## config.mk

```make
export PLATFORM = sky130hd
export DESIGN_NAME = pocs_sequencer
export DESIGN_NICKNAME = d
export VERILOG_FILES = /design/src/pocs_pkg.sv /design/src/pocs_sync.sv /design/src/pocs_timer.sv /design/src/pocs_sequencer.sv
export SDC_FILE = /design/constraint.sdc
export NUM_CORES = 1
export LEC_CHECK = 0
export BUFFER_PORTS_ARGS = -buffer_cell sky130_fd_sc_hd__clkbuf_2
export CAP_MARGIN = 20
export CORE_MARGIN = 2
export CORE_UTILIZATION = 50
export DETAILED_ROUTE_END_ITERATION = 10
export MAX_ROUTING_LAYER = met4
export PLACE_DENSITY = 0.68
export SKIP_LAST_GASP = 1
export SYNTH_ARGS = -nofsm -noshare
export SYNTH_HDL_FRONTEND = slang
export SYNTH_SLANG_ARGS = --single-unit
export TNS_END_PERCENT = 30
```

## constraint.sdc

```tcl
create_clock -name CLOCK -period 2.9 [get_ports CLOCK]
set_clock_uncertainty 0.1 [all_clocks]
set_input_delay 0.435 -clock CLOCK [delete_from_list [all_inputs] [get_ports CLOCK]]
set_output_delay 0.435 -clock CLOCK [all_outputs]
set_load 0.02 [all_outputs]
```

## src/pocs_pkg.sv

```systemverilog
// Purpose : shared constants and types for the power-on configuration sequencer
// Assumes : 50 MHz system clock, supply detectors delivered as level inputs
// Notes   : all times in ns, cycle counts derived from the clock period

package pocs_pkg;

  // ---------------------------------------------------------------------------
  // timing
  // ---------------------------------------------------------------------------
  localparam int unsigned CLK_PERIOD_NS       = 20;
  // configuration load time, longest figure, in ns
  localparam int unsigned CFG_LOAD_TIME_NS    = 450000;
  localparam int unsigned CFG_LOAD_MIN_NS     = 200000;
  // delay from last io bank powered to user mode, in ns
  localparam int unsigned IO_GATE_TIME_NS     = 2000;
  // longest times round down
  localparam int unsigned CFG_LOAD_CYCLES     = CFG_LOAD_TIME_NS / CLK_PERIOD_NS;
  localparam int unsigned IO_GATE_CYCLES      = IO_GATE_TIME_NS / CLK_PERIOD_NS;
  localparam int unsigned CNT_W               = 20;

  // ---------------------------------------------------------------------------
  // reset values and variants
  // ---------------------------------------------------------------------------
  localparam logic        VARIANT_STANDARD    = 1'b0;
  localparam logic        VARIANT_ULTRA_LOW   = 1'b1;
  localparam int unsigned NUM_IO_BANKS        = 4;

  typedef enum logic [2:0] {
    ST_OFF,
    ST_LOAD,
    ST_WAIT_IO,
    ST_IO_GATE,
    ST_CLEAR,
    ST_USER,
    ST_LOCKED
  } pocs_state_t;

  // pin control handed to the io ring
  typedef struct packed {
    logic force_tristate;
    logic weak_pullup;
    logic reg_clear;
  } pocs_pin_ctl_t;

endpackage : pocs_pkg

```

## src/pocs_sync.sv

```systemverilog
// Purpose : two flip-flop synchroniser for a vector of level inputs
// Assumes : inputs are quasi-static levels from analog detectors or pins
// Notes   : first stage is read only by the second stage

module pocs_sync #(
  parameter int unsigned W = 1
) (
  input  wire logic         clk,
  input  wire logic         rst_n,
  input  wire logic [W-1:0] d,
  output logic      [W-1:0] q
);

  logic [W-1:0] meta_q;
  logic [W-1:0] meta_d;
  logic [W-1:0] q_d;

  always_comb
  begin
    meta_d = d;
    q_d    = meta_q;
    if (!rst_n)
    begin
      meta_d = '0;
      q_d    = '0;
    end
  end

  always_ff @(posedge clk)
  begin
    meta_q <= meta_d;
    q      <= q_d;
  end

endmodule : pocs_sync

```

## src/pocs_timer.sv

```systemverilog
// Purpose : loadable down counter for load-time and io gating delays
// Assumes : start is a one-cycle pulse; count of zero means one cycle
// Notes   : done is a level while the count has expired and no restart

module pocs_timer #(
  parameter int unsigned W = 20
) (
  input  wire logic         clk,
  input  wire logic         rst_n,
  input  wire logic         start,
  input  wire logic         abort,
  input  wire logic [W-1:0] load_val,
  output logic              done
);

  logic [W-1:0] cnt_q;
  logic [W-1:0] cnt_d;
  logic         run_q;
  logic         run_d;
  logic         done_d;

  always_comb
  begin
    cnt_d  = cnt_q;
    run_d  = run_q;
    done_d = done;
    if (!rst_n || abort)
    begin
      cnt_d  = '0;
      run_d  = 1'b0;
      done_d = 1'b0;
    end
    else if (start)
    begin
      cnt_d  = load_val;
      run_d  = 1'b1;
      done_d = 1'b0;
    end
    else if (run_q)
    begin
      if (cnt_q <= {{(W-1){1'b0}}, 1'b1})
      begin
        run_d  = 1'b0;
        done_d = 1'b1;
      end
      else
      begin
        cnt_d = cnt_q - {{(W-1){1'b0}}, 1'b1};
      end
    end
  end

  always_ff @(posedge clk)
  begin
    cnt_q <= cnt_d;
    run_q <= run_d;
    done  <= done_d;
  end

endmodule : pocs_timer

```

## src/pocs_sequencer.sv

```systemverilog
// Purpose : power-on reset and configuration sequencer
// Assumes : supply detectors are level inputs from outside the clock domain
// Notes   : clock stands in for the internal free-running oscillator

module pocs_sequencer #(
  parameter int unsigned NUM_BANKS       = pocs_pkg::NUM_IO_BANKS,
  parameter logic        VARIANT         = pocs_pkg::VARIANT_STANDARD,
  parameter int unsigned CFG_LOAD_CYCLES = pocs_pkg::CFG_LOAD_CYCLES,
  parameter int unsigned IO_GATE_CYCLES  = pocs_pkg::IO_GATE_CYCLES
) (
  input  wire logic                 CLOCK,
  input  wire logic                 RESET_N,
  input  wire logic                 CORE_START_OK,
  input  wire logic                 CORE_ABOVE_BROWNOUT,
  input  wire logic                 CORE_AT_ZERO,
  input  wire logic [NUM_BANKS-1:0] IO_BANK_SUPPLY_OK,
  input  wire logic                 GLOBAL_CLEAR_EN,
  input  wire logic                 GLOBAL_REGISTER_CLEAR_INPUT_N,
  input  wire logic                 GLOBAL_OE_EN,
  input  wire logic                 GLOBAL_OUTPUT_ENABLE_INPUT,
  output pocs_pkg::pocs_pin_ctl_t   PIN_CTL,
  output logic                      SRAM_RESET,
  output logic                      CONFIG_LOAD_ACTIVE,
  output logic                      CONFIG_LOAD_DONE,
  output logic                      USER_MODE
);

  // ---------------------------------------------------------------------------
  // input synchronisers
  // ---------------------------------------------------------------------------
  localparam int unsigned SW = NUM_BANKS + 5;

  logic [SW-1:0]        sync_in;
  logic [SW-1:0]        sync_out;
  logic                 core_start_ok;
  logic                 core_above_bo;
  logic                 core_at_zero;
  logic [NUM_BANKS-1:0] io_ok;
  logic                 gclr_n;
  logic                 goe;

  assign sync_in = {GLOBAL_OUTPUT_ENABLE_INPUT, GLOBAL_REGISTER_CLEAR_INPUT_N,
                    CORE_AT_ZERO, CORE_ABOVE_BROWNOUT, CORE_START_OK,
                    IO_BANK_SUPPLY_OK};

  pocs_sync #(
    .W     (SW)
  ) u_sync (
    .clk   (CLOCK),
    .rst_n (RESET_N),
    .d     (sync_in),
    .q     (sync_out)
  );

  assign io_ok         = sync_out[NUM_BANKS-1:0];
  assign core_start_ok = sync_out[NUM_BANKS];
  assign core_above_bo = sync_out[NUM_BANKS+1];
  assign core_at_zero  = sync_out[NUM_BANKS+2];
  assign gclr_n        = sync_out[NUM_BANKS+3];
  assign goe           = sync_out[NUM_BANKS+4];

  // ---------------------------------------------------------------------------
  // delay timers
  // ---------------------------------------------------------------------------
  localparam logic [pocs_pkg::CNT_W-1:0] LOAD_VAL = pocs_pkg::CNT_W'(CFG_LOAD_CYCLES);
  localparam logic [pocs_pkg::CNT_W-1:0] GATE_VAL = pocs_pkg::CNT_W'(IO_GATE_CYCLES);

  pocs_pkg::pocs_state_t state_q;
  pocs_pkg::pocs_state_t state_d;
  logic                  load_start;
  logic                  gate_start;
  logic                  timer_abort;
  logic                  load_done;
  logic                  gate_done;
  logic                  all_io_ok;
  logic                  cfg_done_q;
  logic                  cfg_done_d;
  logic                  zero_seen_q;
  logic                  zero_seen_d;

  pocs_timer #(
    .W        (pocs_pkg::CNT_W)
  ) u_load_timer (
    .clk      (CLOCK),
    .rst_n    (RESET_N),
    .start    (load_start),
    .abort    (timer_abort),
    .load_val (LOAD_VAL),
    .done     (load_done)
  );

  pocs_timer #(
    .W        (pocs_pkg::CNT_W)
  ) u_gate_timer (
    .clk      (CLOCK),
    .rst_n    (RESET_N),
    .start    (gate_start),
    .abort    (timer_abort),
    .load_val (GATE_VAL),
    .done     (gate_done)
  );

  assign all_io_ok = &io_ok;

  // ---------------------------------------------------------------------------
  // sequencing state machine
  // ---------------------------------------------------------------------------
  always_comb
  begin
    state_d     = state_q;
    cfg_done_d  = cfg_done_q;
    zero_seen_d = zero_seen_q;
    load_start  = 1'b0;
    gate_start  = 1'b0;
    timer_abort = 1'b0;
    unique case (state_q)
      pocs_pkg::ST_OFF:
      begin
        cfg_done_d = 1'b0;
        if (core_start_ok)
        begin
          load_start = 1'b1;
          state_d    = pocs_pkg::ST_LOAD;
        end
      end
      pocs_pkg::ST_LOAD:
      begin
        if (load_done)
        begin
          cfg_done_d = 1'b1;
          // simultaneous supplies: enter within load time
          if (all_io_ok)
          begin
            state_d = pocs_pkg::ST_CLEAR;
          end
          else
          begin
            state_d = pocs_pkg::ST_WAIT_IO;
          end
        end
      end
      pocs_pkg::ST_WAIT_IO:
      begin
        // late banks start the gate delay
        if (all_io_ok)
        begin
          gate_start = 1'b1;
          state_d    = pocs_pkg::ST_IO_GATE;
        end
      end
      pocs_pkg::ST_IO_GATE:
      begin
        // a bank dropping restarts the wait
        if (!all_io_ok)
        begin
          timer_abort = 1'b1;
          state_d     = pocs_pkg::ST_WAIT_IO;
        end
        else if (gate_done)
        begin
          state_d = pocs_pkg::ST_CLEAR;
        end
      end
      pocs_pkg::ST_CLEAR:
      begin
        // one cycle with register clear released before pins go live
        state_d = pocs_pkg::ST_USER;
      end
      pocs_pkg::ST_USER:
      begin
        if (VARIANT == pocs_pkg::VARIANT_STANDARD)
        begin
          if (!core_above_bo)
          begin
            timer_abort = 1'b1;
            cfg_done_d  = 1'b0;
            state_d     = pocs_pkg::ST_OFF;
          end
        end
        else
        begin
          zero_seen_d = 1'b0;
          state_d     = pocs_pkg::ST_LOCKED;
        end
      end
      pocs_pkg::ST_LOCKED:
      begin
        // only a full core collapse re-arms
        if (core_at_zero)
        begin
          zero_seen_d = 1'b1;
        end
        if (zero_seen_q && core_start_ok)
        begin
          timer_abort = 1'b1;
          cfg_done_d  = 1'b0;
          zero_seen_d = 1'b0;
          state_d     = pocs_pkg::ST_OFF;
        end
      end
      default:
      begin
        state_d = pocs_pkg::ST_OFF;
      end
    endcase
    // standard variant: brown-out before user mode also restarts
    if (VARIANT == pocs_pkg::VARIANT_STANDARD && state_q != pocs_pkg::ST_OFF
        && state_q != pocs_pkg::ST_USER && !core_above_bo)
    begin
      timer_abort = 1'b1;
      cfg_done_d  = 1'b0;
      state_d     = pocs_pkg::ST_OFF;
    end
    if (!RESET_N)
    begin
      state_d     = pocs_pkg::ST_OFF;
      cfg_done_d  = 1'b0;
      zero_seen_d = 1'b0;
    end
  end

  always_ff @(posedge CLOCK)
  begin
    state_q     <= state_d;
    cfg_done_q  <= cfg_done_d;
    zero_seen_q <= zero_seen_d;
  end

  // ---------------------------------------------------------------------------
  // pin and register control outputs
  // ---------------------------------------------------------------------------
  pocs_pkg::pocs_pin_ctl_t pin_d;
  logic                    sram_reset_d;
  logic                    load_active_d;
  logic                    user_d;
  logic                    in_user;

  assign in_user = (state_d == pocs_pkg::ST_USER) || (state_d == pocs_pkg::ST_LOCKED);

  always_comb
  begin
    // pins tri-stated with pull-up until user mode
    pin_d.force_tristate = 1'b1;
    pin_d.weak_pullup    = 1'b1;
    pin_d.reg_clear      = 1'b1;
    sram_reset_d         = (state_d == pocs_pkg::ST_OFF);
    load_active_d        = (state_d == pocs_pkg::ST_LOAD);
    user_d               = in_user;
    if (in_user)
    begin
      pin_d.force_tristate = 1'b0;
      pin_d.weak_pullup    = 1'b0;
      pin_d.reg_clear      = 1'b0;
      if (GLOBAL_CLEAR_EN && !gclr_n)
      begin
        pin_d.reg_clear = 1'b1;
      end
      if (GLOBAL_OE_EN && !goe)
      begin
        pin_d.force_tristate = 1'b1;
      end
    end
    else if (state_d == pocs_pkg::ST_CLEAR)
    begin
      pin_d.reg_clear = GLOBAL_CLEAR_EN && !gclr_n;
    end
    if (!RESET_N)
    begin
      pin_d.force_tristate = 1'b1;
      pin_d.weak_pullup    = 1'b1;
      pin_d.reg_clear      = 1'b1;
      sram_reset_d         = 1'b1;
      load_active_d        = 1'b0;
      user_d               = 1'b0;
    end
  end

  always_ff @(posedge CLOCK)
  begin
    PIN_CTL            <= pin_d;
    SRAM_RESET         <= sram_reset_d;
    CONFIG_LOAD_ACTIVE <= load_active_d;
    CONFIG_LOAD_DONE   <= cfg_done_d;
    USER_MODE          <= user_d;
  end

endmodule : pocs_sequencer

```

# Yosys cells after proc, flatten, opt, wreduce, memory -nomap -nowiden
# Index checks and enable logic that the tools add are counted.
# word_totals
reg_bits	73
inputBits	13
output_inout_bits	7
elab_cells	116
# op_classes
add_sub_neg	2
magnitude_cmp	2
n_eq_ne	16
muxes	43
bitwise_logic	3
n_reduce_logical	31
# op_table
op	count
$mux 15	3
$le 20x1->1 const B	2
$sub 20x1->20 const B	2
$mux 3	10
$mux 1	24
$mux 7	3
$pmux 3 s7	1
$eq 3x3->1 const B	6
$reduce_and 2->1	8
$ne 2x2->1 const B	4
$reduce_and 4->1	2
$eq 3x1->1 const B	2
$eq 3x2->1 const B	2
$logic_not 3->1	2
$reduce_bool 2->1	3
$reduce_or 2->1	3
$logic_and 1x1->1	5
$logic_not 1->1	4
$pmux 1 s4	1
$reduce_bool 4->1	1
$ne 3x3->1 const B	1
$not 1->1	3
$pmux 1 s3	1
$reduce_bool 3->1	1
other kinds (2)	3

# Logic depth before layout (Yosys ltp)
# Gate-level depths: netlist of the first run.
# logic_depth
depth_word	9
mapped_depth	8
mapped_depth_nobuf	7

# Hierarchy
# From an unflattened synthesis of the first run, not the netlist that was laid out.
# unflattened
cells_unflattened	410
hier_area_um2	3604.7
# modules_own_cells
module	n_inst	cells_each	area_per_inst_um2	seq_area_each_um2
pocs_timer (u_gate_timer)	1	157	1283.7	440.4
pocs_timer (u_load_timer)	1	149	1222.4	440.4
pocs_sequencer	1	67	596.8	220.2
pocs_sync	1	37	501.7	360.3

# Least setup slack after synthesis of the first run
# No wires, ideal clock.
# synth_path
kind	register to register
start	register u_load_timer.cnt_q[14]
end	register u_load_timer.cnt_q[9]
setup_time_ps	120
arrival_ps	2129
t_required_ps	2680
setup_slack_ps	551
stages_incl_launch_ff	7
n_path_buf	1
synth_period_minus_slack_ps	2349
path_cell_list	dfxtp_1 -> or4_4 -> or4_4 -> buf_6 -> o31ai_4 -> nor3_2 -> o31a_1
# synth_between
elab_chain_cells	3
# synth_lines
item	line_no	source
start, declared	pocs_timer.sv:16	logic [W-1:0] cnt_q;
start signal, assigned	pocs_timer.sv:55	cnt_q <= cnt_d;
$le 20x1->1	pocs_timer.sv:41	if (cnt_q <= {{(W-1){1'b0}}, 1'b1})
$ne 2x2->1 (no line)	-	
$reduce_and 2->1 (no line)	-	
# Every way passes these cells.
# A chain may end at the register's enable or synchronous reset.

# Worst setup path in the final report of the first run
# Same ends and word-level chain as after synthesis.

==> results.py, run 1 <==
metrics = {
    "worst_setup_path": {
        "critPathLaunchType": "flop",
        "critPathRequiredTime_ns": 3.04,
        "critPathTopFamily": "simple AND/OR/NAND/NOR gates",
        "crit_buf_inv": 0,
        "slowest_delay_ns": 0.60,
        "critPathMaxFanout": 8,
        "crit_slowest_cell": "or4_4",
        "r2r_setup_slack_ns": 0.47,
        "path_cells": "or4_4 -> or4_4 -> o31ai_4 -> nor3_2 -> o31a_1",
        "rr_endpoint": "u_load_timer.cnt_q[9]",
        "worst_setup_path_end_kind": "flop",
        "reg2reg_from": "u_load_timer.cnt_q[14]",
        "arrival_ns": 2.57,
        "path_common_cell": "or4_4",
        "critPathKind": "flop to flop",
        "r2r_cells": 5,
    },
    "pwr": {
        "vdd_drop_max_uv": 378,
        "p_leak_nw": 1.33,
        "cellPowerDensity_mw_per_mm2": 597,
    },
    "clock_tree": {
        "cts_tree": "done",
        "clock-sinks": 73,
        "cts_max_level": 3,
        "post_cts_buffers": 0,
        "hold_buffers": 0,
        "insertion_delay_ns": 0.35,
        "cts_root_buffer": "clkbuf_8",
        "numCtsBuffers": 9,
        "path_clk_slew_ns": 0.07,
        "cts_buffer_depth": 2,
        "cts-resized-gates": 0,
    },
    "route": {
        "vias": 2577,
        "via_per_inst": 5.61,
        "routed_wl_mm": 6.25,
        "drtIter0Drc": 195,
        "antenna_left": 0,
        "drc": 0,
        "first_pass_iters": 5,
        "wire_per_inst_um": 13.6,
    },
    "floorplanning": {
        "io_pins": 20,
        "die_h_um": 84.2,
        "core_area_mm2": 0.00628,
        "start_util_pct": 51.2,
        "die_w_um": 84.2,
        "rows": 29,
        "dieArea_mm2": 0.00709,
    },
    "placed_design": {
        "placedCellCount": 444,
        "routabilityCongestion": 0.863,
        "place.port_buffers": 19,
        "dp_hpwl_mm": 4.26,
        "placed_cell_area_mm2": 0.00339,
    },
    "sta": {
        "report.final.slew_viol_count": 0,
        "fin_crit_sh_pct": 83.8,
        "hold_viol_final": 0,
        "tightestPinTransition_ns": 0.843,
        "fmax_ghz": 0.412,
        "min_period_ns": 2.43,
        "finalSetupViolations": 0,
        "rsz0062_at_grt": "false",
        "tns_ns": 0,
        "relSlewSlack_pct": 43.5,
    },
    "worst_hold_path": {
        "hp-start": "IO_BANK_SUPPLY_OK[3]",
        "hold_end": "u_sync.meta_q[3]",
        "hold_class": "primary input to flop",
        "whs_path_depth": 2,
    },
    "layout": {
        "layout_commonest_cell": "dfxtp_1",
        "fin_area_mm2": 0.00359,
        "area_growth_pct": 11.8,
        "layout_common_cells": "dfxtp_1, nor2_1, a21oi_1",
        "multi_input_area_mm2": 0.00165,
        "fill_cells": 546,
        "drive_above_1_share_pct": 14.7,
        "seq_area_mm2": 0.00146,
        "fin_cells": 459,
        "diodes": 0,
        "nets": 395,
    },
    "logic_synthesis": {
        "syn-num-nets": 373,
        "syn_avg_cell_area_um2": 9.03,
        "synth.distinct_cells": 56,
        "yosys_warnings": 0,
        "async_flop_share_pct": 0,
        "synthCells": 356,
        "synth_edf_count": 0,
        "synth_seq_area_share_pct": 45.5,
        "mappedNetlistArea_mm2": 0.00321,
        "ys_seq_elements": 73,
        "synthFlopType": "dfxtp_1",
    },
    "global_route": {
        "antenna_found_initial": 0,
        "overflow": 0,
        "grt_max_degree": 23,
        "grt_use_total_pct": 19.3,
        "grt_pass1_vias": 2324,
        "grt_pass1_wl_mm": 10.6,
    },
    "job": {
        "maxCapViolCount": 0,
    },
    "outcome": {
        "status": "finished clean",
    },
}
[where the power goes]
group	total (mW)	switching, mW	internal, mW
logic	0.242	0.146	0.0956
clock network	0.841	0.365	0.476
registers	1.06	0.0275	1.03
[cells in the mapped netlist (2+ instances only)]
library cell	count	area (µm²)
a21oi_1	23	115
clkbuf_1	11	41.3
nor4_1	7	43.8
or4_1	3	22.5
ha_1	4	50.1
o21ai_0	7	35.0
nor4b_1	2	17.5
o31ai_4	2	42.5
o221ai_1	2	17.5
a211oi_1	6	45.0
o31ai_1	7	52.6
nand4_1	4	25.0
o211ai_1	2	15.0
inv_1	11	41.3
xor2_1	14	123
nand3b_1	2	15.0
o2111ai_1	4	35.0
nand3_1	7	35.0
nand2b_1	5	31.3
nor2b_1	3	18.8
nand4b_1	2	17.5
o21a_1	2	15.0
or3_1	12	75.1
nand2_1	18	67.6
nor2_1	40	150
xnor2_1	9	78.8
o311ai_0	2	17.5
nor3_1	14	70.1
or4_4	3	33.8
a31oi_1	4	25.0
a32oi_1	2	17.5
and3b_1	2	17.5
and2_1	20	125
or2_2	6	37.5
dfxtp_1	73	1460
[worst register-to-register path: stages (launching register included)]
cell and delay, ns:
dfxtp_1 0.36, or4_4 0.57, or4_4 0.60, o31ai_4 0.35, nor3_2 0.06, o31a_1 0.27
[registers in the layout, summed over array words and instances (netlist names), 3 cells and up]
| register | cells |
|---|---|
| u_load_timer.cnt_q | 20 |
| state_q | 3 |
| u_gate_timer.cnt_q | 20 |
| u_sync.meta_q | 9 |
| PIN_CTL | 3 |
| u_sync.q | 9 |
[cell type report]
class                      count  area share (%)
clock buffer                   9            3.45
timing repair buffer          25            3.90
sequential                    73            40.7
tap                           77            2.68
inverter                      11            1.15
multi-input combinational    258            45.8
clock inverter                 6            2.33
[kinds of logic after synthesis]
kind of cell / share of synthesized area [%]
buffers and inverters: 3.31
AND/OR/NAND/NOR: 27.5
XOR/XNOR: 6.27
AO/OA/AOI/OAI: 15.9
flip-flops: 45.5
adder cells (fa/ha/maj): 1.56
[metrics by stage]
| stage | power (mW) | setup slack (ns) | utilization [%] | hold slack (ns) |
|---|---|---|---|---|
| 3_3_place_gp | 1.32 | 0.531 | 53.9 | 0.314 |
| 5_1_grt | 2.25 | 0.374 | 57.2 | 0.158 |
| 4_1_cts | 2.16 | 0.474 | 57.2 | 0.177 |
| 2_1_floorplan | 1.27 | 0.551 | - | 0.312 |
| 6_report | 2.15 | 0.471 | 57.2 | 0.190 |
| 3_5_place_dp | 1.32 | 0.476 | 53.9 | 0.319 |
[worst max path at each step]
stage	depth (start not counted)	start	endpoint	slack, ns
floorplan	6	u_load_timer.cnt_q[14]	u_load_timer.cnt_q[9]	0.55
global placement	5	u_load_timer.cnt_q[14]	u_load_timer.cnt_q[9]	0.53
detailed placement	5	u_load_timer.cnt_q[14]	u_load_timer.cnt_q[9]	0.48
CTS	5	u_load_timer.cnt_q[14]	u_load_timer.cnt_q[9]	0.47
global route	5	u_load_timer.cnt_q[14]	u_load_timer.cnt_q[9]	0.37
finish	5	u_load_timer.cnt_q[14]	u_load_timer.cnt_q[9]	0.47
[layer usage]
| layer | vias up | global-route usage [%] | routed length [µm] |
|---|---|---|---|
| met1 | 1195 | 24.4 | 3080 |
| met2 | 49 | 29.0 | 2830 |
| met3 | 9 | 6.78 | 266 |
| met4 | 0 | 6.16 | 73 |
| met5 | - | - | 0 |
| li1 | 1324 | - | - |
Power figures use the tool's default switching activity.
==> inputs of run 2 (changes only) <==
--- a/config.mk
+++ b/config.mk
@@ -5,13 +5,14 @@
 export SDC_FILE = /design/constraint.sdc
 export NUM_CORES = 1
 export LEC_CHECK = 0
+export ABC_AREA = 1
 export BUFFER_PORTS_ARGS = -buffer_cell sky130_fd_sc_hd__clkbuf_2
 export CAP_MARGIN = 20
 export CORE_MARGIN = 2
 export CORE_UTILIZATION = 50
 export DETAILED_ROUTE_END_ITERATION = 10
 export MAX_ROUTING_LAYER = met4
-export PLACE_DENSITY = 0.68
+export PLACE_DENSITY = 0.7
 export SKIP_LAST_GASP = 1
 export SYNTH_ARGS = -nofsm -noshare
 export SYNTH_HDL_FRONTEND = slang
==> constraint.sdc (replaced) <==
create_clock -name CLOCK -period 2.2 [get_ports CLOCK]
set_clock_uncertainty 0.1 [all_clocks]
set_input_delay 0.33 -clock CLOCK [delete_from_list [all_inputs] [get_ports CLOCK]]
set_output_delay 0.33 -clock CLOCK [all_outputs]
set_load 0.02 [all_outputs]
==> run 2 against run 1 <==
Power grew 52%. Die area grew 20%. Global-route usage grew 2.5 points. Fmax grew 23%.
==> results.py, run 2 <==
metrics = {
    "sta": {
        "finalSetupViolations": 0,
        "whs_ns": 0.0543,
        "tightestPinTransition_ns": 0.417,
        "tns_ns": 0,
        "rsz0062_at_grt": "false",
        "min_period_ns": 1.98,
        "relSlewSlack_pct": 72.2,
        "fin_crit_sh_pct": 89.8,
        "fmax_ghz": 0.506,
        "report.final.slew_viol_count": 0,
        "hold_viol_final": 0,
    },
    "clock_tree": {
        "cts-resized-gates": 0,
        "cts_buffer_depth": 2,
        "clock-sinks": 73,
        "path_clk_slew_ns": 0.08,
        "cts_root_buffer": "clkbuf_8",
        "cts_max_level": 3,
        "insertion_delay_ns": 0.35,
        "cts_tree": "done",
        "numCtsBuffers": 9,
        "post_cts_buffers": 0,
        "hold_buffers": 0,
    },
    "route": {
        "wire_per_inst_um": 11.8,
        "first_pass_iters": 6,
        "antenna_left": 0,
        "drc": 0,
        "vias": 3462,
        "drtIter0Drc": 137,
        "via_per_inst": 4.91,
        "routed_wl_mm": 8.32,
    },
    "worst_setup_path": {
        "path_cells": "inv_1 -> ha_1 -> nand2_2 -> inv_1 -> nand3_2 -> nand2_2 -> nor2_4 -> o21ai_0 -> a21oi_2",
        "critPathMaxFanout": 17,
        "critPathRequiredTime_ns": 2.39,
        "critPathTopFamily": "simple AND/OR/NAND/NOR gates",
        "slowest_delay_ns": 0.39,
        "critPathKind": "flop to flop",
        "crit_buf_inv": 2,
        "arrival_ns": 2.16,
        "worst_setup_path_end_kind": "flop",
        "critPathLaunchType": "flop",
        "crit_slowest_cell": "dfxtp_1",
    },
    "logic_synthesis": {
        "synth_most_common_cell": "nand2_1",
        "yosys_warnings": 0,
        "synthTopCellsByArea": "dfxtp_1, nand2_1, nor2_1",
        "mappedNetlistArea_mm2": 0.00388,
        "syn-num-nets": 593,
        "yosys.area.top_type_share_pct": 37.7,
        "synthFlopType": "dfxtp_1",
        "synth_seq_area_share_pct": 37.7,
        "synth_edf_count": 0,
        "yosysTopAreaCell": "dfxtp_1",
        "ys_top_cells_by_count": "nand2_1, nor2_1, inv_1, dfxtp_1, nand3_1",
        "syn_avg_cell_area_um2": 6.73,
        "synth.distinct_cells": 37,
        "async_flop_share_pct": 0,
        "synthCells": 576,
        "ys_seq_elements": 73,
    },
    "pwr": {
        "vdd_drop_max_uv": 469,
        "p_leak_nw": 2.13,
        "cellPowerDensity_mw_per_mm2": 763,
    },
    "layout": {
        "reg_top3": "u_gate_timer.cnt_q (20), u_load_timer.cnt_q (20)",
        "layout_commonest_cell": "nand2_1",
        "diodes": 0,
        "nets": 615,
        "drive_above_1_share_pct": 13.3,
        "area_growth_pct": 10.3,
        "layout_common_cells": "nand2_1, nor2_1, inv_1",
    },
    "floorplanning": {
        "start_util_pct": 51.0,
        "dieArea_mm2": 0.00848,
        "die_h_um": 92.1,
        "io_pins": 20,
        "die_w_um": 92.1,
        "core_area_mm2": 0.00761,
        "rows": 32,
    },
    "global_route": {
        "overflow": 0,
        "grt_max_degree": 22,
        "grt_pass1_vias": 3193,
        "antenna_found_initial": 0,
        "grt_pass1_wl_mm": 14.5,
        "grt_use_total_pct": 21.8,
    },
    "job": {
        "maxCapViolCount": 0,
    },
    "placed_design": {
        "routabilityCongestion": 0.984,
        "dp_hpwl_mm": 6.00,
        "place.port_buffers": 19,
    },
    "outcome": {
        "status": "finished clean",
    },
    "worst_hold_path": {
        "hold_class": "primary input to flop",
    },
}
-- run 2: cell types whose count changed in the layout (fill, tap and decap cells not counted), sizes merged, moves of 13 or more --
cell	delta
nand3	+40
or3	-13
nor2	+54
nand2	+149
and2	-20
inv	+76
-- run 2: stage by stage --
stage                     worst slack [ns]  utilization (%)  instances  instance area [µm²]  power (mW)
final                                0.224             56.2        705                 4280        3.26
after global routing                0.0499             56.2        705                 4280        3.44
after CTS                            0.221             56.2        705                 4280        3.28
after detailed placement             0.217             53.0        689                 4030        2.00
after global placement               0.305             53.0        689                 4030        1.99
after floorplan                      0.464                -        576                 3880        1.88
-- run 2: area by class of cell --
type | instances | area, µm²
clock buffers | 10 | 128
clock inverters | 6 | 115
fillers | 778 | 3330
inverters | 87 | 327
multi-input cells | 404 | 1990
flip-flops and latches | 73 | 1460
well taps | 102 | 128
repair buffers | 23 | 125
-- run 2: layer usage --
layer | GRT usage (%) | vias up | share of wire [%]
li1 | - | 1829 | -
met1 | 26.7 | 1576 | 47
met2 | 36.4 | 38 | 49
met3 | 3.45 | 19 | 2.1
met4 | 7.84 | 0 | 2.3
met5 | - | - | 0
-- run 2: worst reg2reg max path: cells and delay by family (launching register included) --
family	cells	cell delay [ns]
DFF	1	0.39
and+or+nand+nor	4	0.63
adders and majority gates	1	0.30
AOI/OAI and AO/OA	2	0.32
buffers and inverters	2	0.18
-- run 2: worst paths after layout --
| path | startpoint | endpoint | slack (ns) | cells past startpoint |
|---|---|---|---|---|
| setup / recovery | u_gate_timer.cnt_q[0] | u_gate_timer.cnt_q[7] | 0.22 | 9 |
| hold / removal | GLOBAL_REGISTER_CLEAR_INPUT_N | u_sync.meta_q[7] | 0.05 | 3 |
| setup reg to reg | u_gate_timer.cnt_q[0] | u_gate_timer.cnt_q[7] | 0.22 | 9 |
| hold reg to reg | u_sync.meta_q[8] | u_sync.q[8] | 0.31 | 2 |
-- run 2: cells by family after synthesis --
family          after synthesis  share of synthesized area (%)
buf+inv                      99                           10.9
fa+ha+maj                     4                           1.29
simple gates                333                           38.6
xor+xnor                     18                           4.07
compound gates               49                           7.42
flops                        73                           37.7
-- run 2: report_power, final --
group          switching [mW]  internal (mW)  total (mW)
logic                   0.378          0.193       0.571
clock network           0.524          0.760        1.28
registers              0.0403           1.37        1.41
